[src/emb_pkg.sv]
package emb_pkg;
	// Register map of the block
	localparam int REG_AW = 4;
	localparam logic [3:0] BUS_CTRL_OFS = 4'h0;
	localparam logic [7:0] BUS_CTRL_RST = 8'h00;
	// Implemented bits: 7, 5, 4, 1, 0; bits 6, 3, 2 read as zero
	localparam logic [7:0] BUS_CTRL_MASK = 8'hB3;
	// Field positions inside external_bus_control
	localparam int BUS_DISABLE_POS = 7;
	localparam int WAIT_HI_POS = 5;
	localparam int WAIT_LO_POS = 4;
	localparam int STYLE_HI_POS = 1;
	localparam int STYLE_LO_POS = 0;
	// Table write styles
	localparam logic [1:0] STYLE_BYTE_SELECT = 2'h1;
	localparam logic [1:0] STYLE_BYTE_WRITE = 2'h0;
	// Clocks of clk per instruction cycle
	localparam int CLKS_PER_TCY = 4;
	// Control strobe positions on the control port
	localparam int CTL_LATCH = 0;
	localparam int CTL_OUTEN = 1;
	localparam int CTL_WR_LO = 2;
	localparam int CTL_WR_HI = 3;
	localparam int CTL_BYTE_ADDR = 4;
	localparam int CTL_CHIP = 5;
	localparam int CTL_LO_BYTE = 6;
	localparam int CTL_UP_BYTE = 7;
	// Idle level of the strobes: active-low ones high, latch and byte addr low
	localparam logic [7:0] CTL_IDLE = 8'hEE;
	// Program memory modes, fixed by configuration
	typedef enum logic [1:0] {
		EMB_MODE_MCU,
		EMB_MODE_MPU,
		EMB_MODE_BOOT,
		EMB_MODE_EXT
	} emb_mode_e;
	// Kinds of external access
	typedef enum logic [1:0] {
		EMB_ACC_FETCH,
		EMB_ACC_TBLRD,
		EMB_ACC_TABLE_WRITE_INSTR
	} emb_acc_e;
endpackage

[src/emb_ext_bus.sv]
// The register addresses and the address-and-strobe port were left to the implementer.
module emb_ext_bus #(
	parameter int TCY_CLKS = emb_pkg::CLKS_PER_TCY
) (
	// Clock and reset
	input wire logic clk,
	input wire logic rst,
	// Configuration and processor state
	input wire emb_pkg::emb_mode_e mode_cfg,
	input wire logic exec_external,
	input wire logic sleep,
	// Register port
	input wire logic [emb_pkg::REG_AW-1:0] reg_addr,
	input wire logic [7:0] reg_wdata,
	input wire logic reg_we,
	input wire logic reg_re,
	output logic [7:0] reg_rdata,
	// Access requests from the core
	input wire logic req_valid,
	input wire emb_pkg::emb_acc_e req_kind,
	input wire logic [20:0] req_addr,
	input wire logic [7:0] req_wdata,
	output logic req_ready,
	output logic req_done,
	output logic [15:0] rsp_data,
	// Multiplexed address/data lines
	input wire logic [15:0] muxed_addr_data_in,
	output logic [15:0] muxed_addr_data_out,
	output logic [15:0] muxed_addr_data_oe_n,
	// Upper address lines
	output logic [3:0] upper_addr_out,
	output logic [3:0] upper_addr_oe_n,
	// Control strobes
	output logic [7:0] ctl_out,
	output logic [7:0] ctl_oe_n,
	// Pins handed to the port logic
	output logic pins_are_port
);
	import emb_pkg::*;

	typedef enum logic [1:0] {
		EMB_ST_IDLE,
		EMB_ST_ADDR,
		EMB_ST_DATA
	} emb_state_e;

	if (TCY_CLKS < 1 || TCY_CLKS > 256) begin : g_chk
		$error("TCY_CLKS must be between 1 and 256");
	end

	// Wait field code 11 gives no extra cycles, 00 gives three
	function automatic logic [1:0] wait_count(input logic [1:0] code);
		return ~code;
	endfunction

	logic [7:0] div_q;
	logic tcy_q;
	emb_mode_e mode_q;
	logic cfg_ok_q;
	logic [7:0] ctrl_q;
	logic [7:0] rdata_q;
	logic dis_eff_q;
	emb_state_e st_q;
	emb_acc_e acc_q;
	logic [19:0] addr_q;
	logic lsb_q;
	logic [7:0] data_q;
	logic [7:0] hold_q;
	logic [1:0] wait_q;
	logic done_q;
	logic [15:0] rsp_q;
	logic ready_q;
	logic take;
	logic shared;
	logic bus_fn;
	logic [1:0] style;
	logic [15:0] ad_o_d;
	logic [15:0] ad_oe_d;
	logic [3:0] up_o_d;
	logic [3:0] up_oe_d;
	logic [7:0] ctl_o_d;
	logic [7:0] ctl_oe_d;
	logic [15:0] ad_o_q;
	logic [15:0] ad_oe_q;
	logic [3:0] up_o_q;
	logic [3:0] up_oe_q;
	logic [7:0] ctl_o_q;
	logic [7:0] ctl_oe_q;
	logic port_q;

	assign style = ctrl_q[STYLE_HI_POS:STYLE_LO_POS];
	assign shared = (mode_q == EMB_MODE_BOOT) || (mode_q == EMB_MODE_EXT);
	assign take = req_valid && ready_q && tcy_q && (st_q == EMB_ST_IDLE);

	// Instruction cycle enable
	always_ff @(posedge clk) begin
		if (rst) begin
			div_q <= 8'h00;
			tcy_q <= 1'b0;
		end else if (div_q == 8'(TCY_CLKS - 1)) begin
			div_q <= 8'h00;
			tcy_q <= 1'b1;
		end else begin
			div_q <= div_q + 8'h01;
			tcy_q <= 1'b0;
		end
	end

	// Mode strap caught once after reset; software has no path to it
	always_ff @(posedge clk) begin
		if (rst) begin
			mode_q <= EMB_MODE_MCU;
			cfg_ok_q <= 1'b0;
		end else if (!cfg_ok_q) begin
			mode_q <= mode_cfg;
			cfg_ok_q <= 1'b1;
		end
	end

	// Bus control register
	always_ff @(posedge clk) begin
		if (rst) begin
			ctrl_q <= BUS_CTRL_RST;
		end else if (reg_we && reg_addr == BUS_CTRL_OFS && cfg_ok_q &&
				mode_q != EMB_MODE_MCU) begin
			ctrl_q <= reg_wdata & BUS_CTRL_MASK;
		end
	end

	// Unmapped addresses and idle cycles read as zero
	always_ff @(posedge clk) begin
		if (rst) begin
			rdata_q <= 8'h00;
		end else if (reg_re && reg_addr == BUS_CTRL_OFS) begin
			rdata_q <= ctrl_q & BUS_CTRL_MASK;
		end else begin
			rdata_q <= 8'h00;
		end
	end

	// Disable only takes hold while running from internal memory
	always_ff @(posedge clk) begin
		if (rst) begin
			dis_eff_q <= 1'b0;
		end else if (!exec_external) begin
			dis_eff_q <= ctrl_q[BUS_DISABLE_POS];
		end
	end

	// Pin function selection
	always_comb begin
		bus_fn = 1'b0;
		if (mode_q == EMB_MODE_MPU) begin
			bus_fn = 1'b1;
		end else if (shared) begin
			bus_fn = !dis_eff_q || exec_external ||
				st_q != EMB_ST_IDLE;
		end
	end

	// Bus cycle sequencer
	always_ff @(posedge clk) begin
		if (rst) begin
			st_q <= EMB_ST_IDLE;
			acc_q <= EMB_ACC_FETCH;
			addr_q <= 20'h0_0000;
			lsb_q <= 1'b0;
			data_q <= 8'h00;
			wait_q <= 2'h0;
		end else begin
			case (st_q)
				EMB_ST_IDLE: begin
					if (take) begin
						acc_q <= req_kind;
						addr_q <= req_addr[20:1];
						lsb_q <= req_addr[0];
						data_q <= req_wdata;
						st_q <= EMB_ST_ADDR;
					end
				end
				EMB_ST_ADDR: begin
					if (tcy_q) begin
						st_q <= EMB_ST_DATA;
						if (acc_q == EMB_ACC_FETCH) begin
							wait_q <= 2'h0;
						end else begin
							wait_q <= wait_count(
								ctrl_q[WAIT_HI_POS:WAIT_LO_POS]);
						end
					end
				end
				EMB_ST_DATA: begin
					// Waits stretch the data phase only
					if (tcy_q) begin
						if (wait_q != 2'h0) begin
							wait_q <= wait_q - 2'h1;
						end else begin
							st_q <= EMB_ST_IDLE;
						end
					end
				end
				default: begin
					st_q <= EMB_ST_IDLE;
				end
			endcase
		end
	end

	// Completion, read data and the even-byte holding latch
	always_ff @(posedge clk) begin
		if (rst) begin
			done_q <= 1'b0;
			rsp_q <= 16'h0000;
			hold_q <= 8'h00;
		end else begin
			done_q <= 1'b0;
			if (st_q == EMB_ST_DATA && tcy_q && wait_q == 2'h0) begin
				done_q <= 1'b1;
				if (acc_q != EMB_ACC_TABLE_WRITE_INSTR) begin
					rsp_q <= muxed_addr_data_in;
				end else if (style[1] && !lsb_q) begin
					hold_q <= data_q;
				end
			end
		end
	end

	always_ff @(posedge clk) begin
		if (rst) begin
			ready_q <= 1'b0;
		end else begin
			ready_q <= st_q == EMB_ST_IDLE && !take && cfg_ok_q &&
				mode_q != EMB_MODE_MCU && !sleep && !done_q;
		end
	end

	// Next pin levels
	always_comb begin
		ad_o_d = 16'h0000;
		ad_oe_d = 16'hFFFF;
		up_o_d = 4'h0;
		up_oe_d = 4'hF;
		ctl_o_d = CTL_IDLE;
		ctl_oe_d = bus_fn ? 8'h00 : 8'hFF;
		if (bus_fn && st_q != EMB_ST_IDLE) begin
			up_o_d = addr_q[19:16];
			up_oe_d = 4'h0;
			ctl_o_d[CTL_CHIP] = 1'b0;
			ctl_o_d[CTL_BYTE_ADDR] = lsb_q;
			if (st_q == EMB_ST_ADDR) begin
				ad_o_d = addr_q[15:0];
				ad_oe_d = 16'h0000;
				ctl_o_d[CTL_LATCH] = 1'b1;
			end else if (acc_q != EMB_ACC_TABLE_WRITE_INSTR) begin
				ctl_o_d[CTL_OUTEN] = 1'b0;
			end else if (style[1]) begin
				// Even byte only parks in the latch; bus stays released
				if (lsb_q) begin
					ad_o_d = {data_q, hold_q};
					ad_oe_d = 16'h0000;
					ctl_o_d[CTL_WR_HI] = 1'b0;
					ctl_o_d[CTL_UP_BYTE] = 1'b0;
					ctl_o_d[CTL_LO_BYTE] = 1'b0;
				end
			end else if (style == STYLE_BYTE_SELECT) begin
				ad_o_d = {data_q, data_q};
				ad_oe_d = 16'h0000;
				ctl_o_d[CTL_WR_HI] = 1'b0;
				if (lsb_q) begin
					ctl_o_d[CTL_UP_BYTE] = 1'b0;
				end else begin
					ctl_o_d[CTL_LO_BYTE] = 1'b0;
				end
			end else begin
				ad_o_d = {data_q, data_q};
				ad_oe_d = 16'h0000;
				if (lsb_q) begin
					ctl_o_d[CTL_WR_HI] = 1'b0;
				end else begin
					ctl_o_d[CTL_WR_LO] = 1'b0;
				end
			end
		end
		if (sleep) begin
			ctl_o_d[CTL_CHIP] = 1'b1;
		end
	end

	// Pins leave from flip-flops, one clk behind the sequencer
	always_ff @(posedge clk) begin
		if (rst) begin
			ad_o_q <= 16'h0000;
			ad_oe_q <= 16'hFFFF;
			up_o_q <= 4'h0;
			up_oe_q <= 4'hF;
			ctl_o_q <= CTL_IDLE;
			ctl_oe_q <= 8'hFF;
			port_q <= 1'b1;
		end else begin
			ad_o_q <= ad_o_d;
			ad_oe_q <= ad_oe_d;
			up_o_q <= up_o_d;
			up_oe_q <= up_oe_d;
			ctl_o_q <= ctl_o_d;
			ctl_oe_q <= ctl_oe_d;
			port_q <= !bus_fn;
		end
	end

	assign reg_rdata = rdata_q;
	assign req_ready = ready_q;
	assign req_done = done_q;
	assign rsp_data = rsp_q;
	assign muxed_addr_data_out = ad_o_q;
	assign muxed_addr_data_oe_n = ad_oe_q;
	assign upper_addr_out = up_o_q;
	assign upper_addr_oe_n = up_oe_q;
	assign ctl_out = ctl_o_q;
	assign ctl_oe_n = ctl_oe_q;
	assign pins_are_port = port_q;
endmodule

[config.mk]
export PLATFORM = sky130hd
export DESIGN_NAME = emb_ext_bus
export DESIGN_NICKNAME = d
export VERILOG_FILES = /design/src/emb_pkg.sv /design/src/emb_ext_bus.sv
export SDC_FILE = /design/constraint.sdc
export NUM_CORES = 1
export LEC_CHECK = 0
export ABC_CLOCK_PERIOD_IN_PS = 1400
export BUFFER_PORTS_ARGS = -buffer_cell sky130_fd_sc_hd__buf_2
export CORE_MARGIN = 4
export CORE_UTILIZATION = 30
export DETAILED_ROUTE_END_ITERATION = 7
export GPL_TIMING_DRIVEN = 0
export HOLD_SLACK_MARGIN = 0.15
export SYNTH_ARGS = -nofsm -noshare
export SYNTH_HDL_FRONTEND = slang
export SYNTH_SLANG_ARGS = --single-unit
[constraint.sdc]
create_clock -name clk -period 1.4 [get_ports clk]
set_clock_uncertainty 0.1 [all_clocks]
set_input_delay 0 -clock clk [delete_from_list [all_inputs] [get_ports clk]]
set_output_delay 0 -clock clk [all_outputs]
set_load 0.01 [all_outputs]
==> results.json <==
{
  "run_status": "finished, violations left",
  "violations": "negative setup slack",
  "synth.largest_area_cell": "dfxtp_1",
  "syn_area_per_cell_um2": 9.12,
  "synth-seq-cells": 115,
  "power.density_nw_per_um2": 1100,
  "synth_edf_count": 0,
  "yosysTopAreaCellShare": 0.502,
  "drcViolationCount": 0,
  "first_iter_violations": 245,
  "hold-worst-slack_ps": 255,
  "worst_path_arrival_time_ps": 1650,
  "ys_types": 51,
  "clock_sink_count": 115,
  "drtAntennaViolNets": 0,
  "worstSetupEndpointType": "flop",
  "rsz0062_at_grt": "true",
  "most_frequent_standard_cell_in_the_layout_excluding_fill_and_tap_cells": "buf_2",
  "routabilityCongestion": 0.829,
  "crit_path_cell_trace": "inv_2, ha_4, and4bb_1, or2_1, a32o_1",
  "synth_simple_gate_area_frac": 0.168,
  "maxCapViolCount": 0,
  "worst_hold_path.num_cells": 3,
  "synthMuxAreaShare": 0.0265,
  "final_hold_viol_count": 0,
  "die_area_um2": 17300,
  "place_ws_ps": -309,
  "cts.path.max_buffers": 2,
  "dominant_combinational_cell_family_by_area_after_synthesis": "compound AO/OA/AOI/OAI gates",
  "synthesized_netlist_cell_count": 503,
  "synth_xor_xnor_area_share": 0.00382,
  "num_antenna_cells": 0,
  "fmaxAchievable_ghz": 0.688,
  "flop2flop_setup_slack_ps": -50,
  "layout.cells.non_filler": 939,
  "post_drt_wl_per_cell_um": 16.4,
  "row_count": 44,
  "top_level_ports": 151,
  "synth_fa_ha_area_frac": 0.00546,
  "placement.io_buffers": 144,
  "synthTopCellsByArea": "dfxtp_1, a21oi_1, nand3_1",
  "yosys_most_used_dff": "dfxtp_1",
  "synthesis_warning_total": 0,
  "totalWireLength_um": 15400,
  "crit-reg2reg-capture": "wait_q[0]",
  "drt_pre_antenna_iters": 5,
  "grt_pass1_wl_um": 23400,
  "dpl.cell_count": 833,
  "hold-path-endpoint": "ctl_oe_n[6]",
  "synth-seq-area-share": 0.502,
  "critical_path.reg2reg.startpoint": "wait_q[0]",
  "die_outline_height_um": 132,
  "setup_viol": 21,
  "slowest_cp_cell": "dfxtp_2",
  "rr_worst_depth": 5,
  "overflow": 0,
  "final-max-slew-violation-count": 0,
  "max_vdd_drop_v": 0.000848,
  "critPathTopFamily": "simple AND/OR/NAND/NOR gates",
  "routed_via_density": 4.95,
  "clk_transition_reported_paths_ps": 50,
  "tritoncts": "built",
  "final_layout_size_suffix_gt1_frac": 0.428,
  "number_of_global_route_vias_before_repair": 4611,
  "critical-path-max-stage-delay_ps": 320,
  "cp.buffers_inverters": 1,
  "antenna_found_initial": 0,
  "post-route-worst-setup-slack_ps": -52.6,
  "clock_latency_ps": 410,
  "placed_cell_area_um2": 5550,
  "fin_crit_sh": 1.04,
  "design.final.nets": 812,
  "synth_async_sr_flop_share": 0,
  "root_buffer": "clkbuf_16",
  "crit_path_max_fanout": 4,
  "critPathKind": "flop to flop",
  "post-route-min-period_ps": 1450,
  "netlist_area_um2": 4590,
  "mostFrequentLayoutCells": "buf_2, dfxtp_1, dlygate4sd3_1",
  "cts_inserted_buffers": 17,
  "htree_levels": 4,
  "crit_required_ps": 1600,
  "dr_total_vias": 4645,
  "core-area_um2": 14800,
  "design_power_total_mw": 8.14,
  "die_w_um": 132,
  "min-delay-start": "exec_external",
  "post-route-cell-area_um2": 7430,
  "grt_max_degree": 17,
  "syn_to_final_growth_pct": 62.0,
  "fraction_of_the_mapped_netlist_area_in_compound_gates": 0.199,
  "critical_path.startpoint": "wait_q[0]",
  "starting_density_of_the_core": 0.311,
  "maxSlewHeadroom": 0.575,
  "hp_class": "primary input to flop",
  "start_kind": "flop",
  "detailedPlacementHpwl_um": 10400,
  "groute.usage.overall": 0.168,
  "worst_max_slew_pin_slew_ps": 638,
  "leakage_nw": 2.94
}
layer usage:
layer / vias to the layer above / wire, um / GRT usage / part of all wire
met5: - / 0 / 0 / 0
met4: 0 / 250 / 0.0583 / 0.016
met3: 26 / 1240 / 0.0589 / 0.080
met2: 189 / 7630 / 0.288 / 0.49
met1: 2162 / 6310 / 0.195 / 0.41
li1: 2268 / - / - / -
Yosys cell counts (7+ instances only):
| cell type | number |
|---|---|
| buf_2 | 19 |
| clkbuf_1 | 13 |
| nor2_1 | 13 |
| o21ai_0 | 14 |
| a22o_1 | 7 |
| a21oi_1 | 67 |
| o2bb2ai_1 | 8 |
| and3_1 | 8 |
| nand2_1 | 9 |
| dfxtp_1 | 115 |
| nand3_1 | 66 |
| buf_4 | 36 |
| o21ai_1 | 51 |
| mux2i_1 | 11 |
how the worst max path moves through the flow:
stage	end	depth (start not counted)	slack, ps
final	wait_q[0]	5	-50
after global routing	rsp_data[5]	7	-140
after CTS	rsp_data[11]	7	-20
after detailed placement	hold_q[3]	6	-310
after global placement	hold_q[4]	6	-250
after floorplan	wait_q[0]	5	7
tightest hold or removal path, delay by kind of cell:
kind	cells	cell delay [ps]
compound gates	1	70
buf+inv	2	650
layout make-up:
| type | count | area (um2) |
|---|---|---|
| timing repair buffer | 222 | 1550 |
| sequential | 115 | 2330 |
| tap | 184 | 230 |
| multi-input combinational | 318 | 2180 |
| fill | 1293 | 7320 |
| buffer | 65 | 527 |
| inverter | 3 | 11.3 |
| clock inverter | 10 | 130 |
| clock buffer | 22 | 474 |
report_power, final:
part,internal (mW),switching (mW),total (mW)
clock,2.92,1.50,4.42
sequential,3.28,0.0198,3.30
combinational,0.250,0.172,0.422
total,6.45,1.69,8.14
repair_timing:
item                                    in CTS  in global routing
hold buffers                                64                  0
buffers inserted                             8                  1
hold endpoints to repair                    81                  0
endpoints found under the setup margin      97                 64
cloned                                       1                  4
pin swaps                                    6                 42
resized for setup                           60                 92
logic make-up (layout without fill, tap and decap cells):
family,count (synthesis),in the layout
AOI/OAI and AO/OA,161,161
xor gates and xnor gates,2,2
adders and majority gates,2,2
buffers and inverters,72,322
DFF,115,115
muxes,12,12
other,1,3
and+or+nand+nor,138,138
sequential cells by signal (all words and copies together), names as in the netlist, 2 cells and up:
| register | cells |
|---|---|
| acc_q | 2 |
| addr_q | 20 |
| ctl_out | 8 |
| ctrl_q | 5 |
| data_q | 8 |
| div_q | 8 |
| hold_q | 8 |
| mode_q | 2 |
| muxed_addr_data_out | 16 |
| reg_rdata | 5 |
| rsp_data | 16 |
| st_q | 2 |
| upper_addr_out | 4 |
| wait_q | 2 |
metrics by stage:
step	TNS, ps	utilization
after floorplan	0	-
after global placement	-6820	0.376
after detailed placement	-9620	0.376
after CTS	-74.7	0.475
after global routing	-2090	0.504
final	-453	0.504
(Power assumes the default switching activity.)
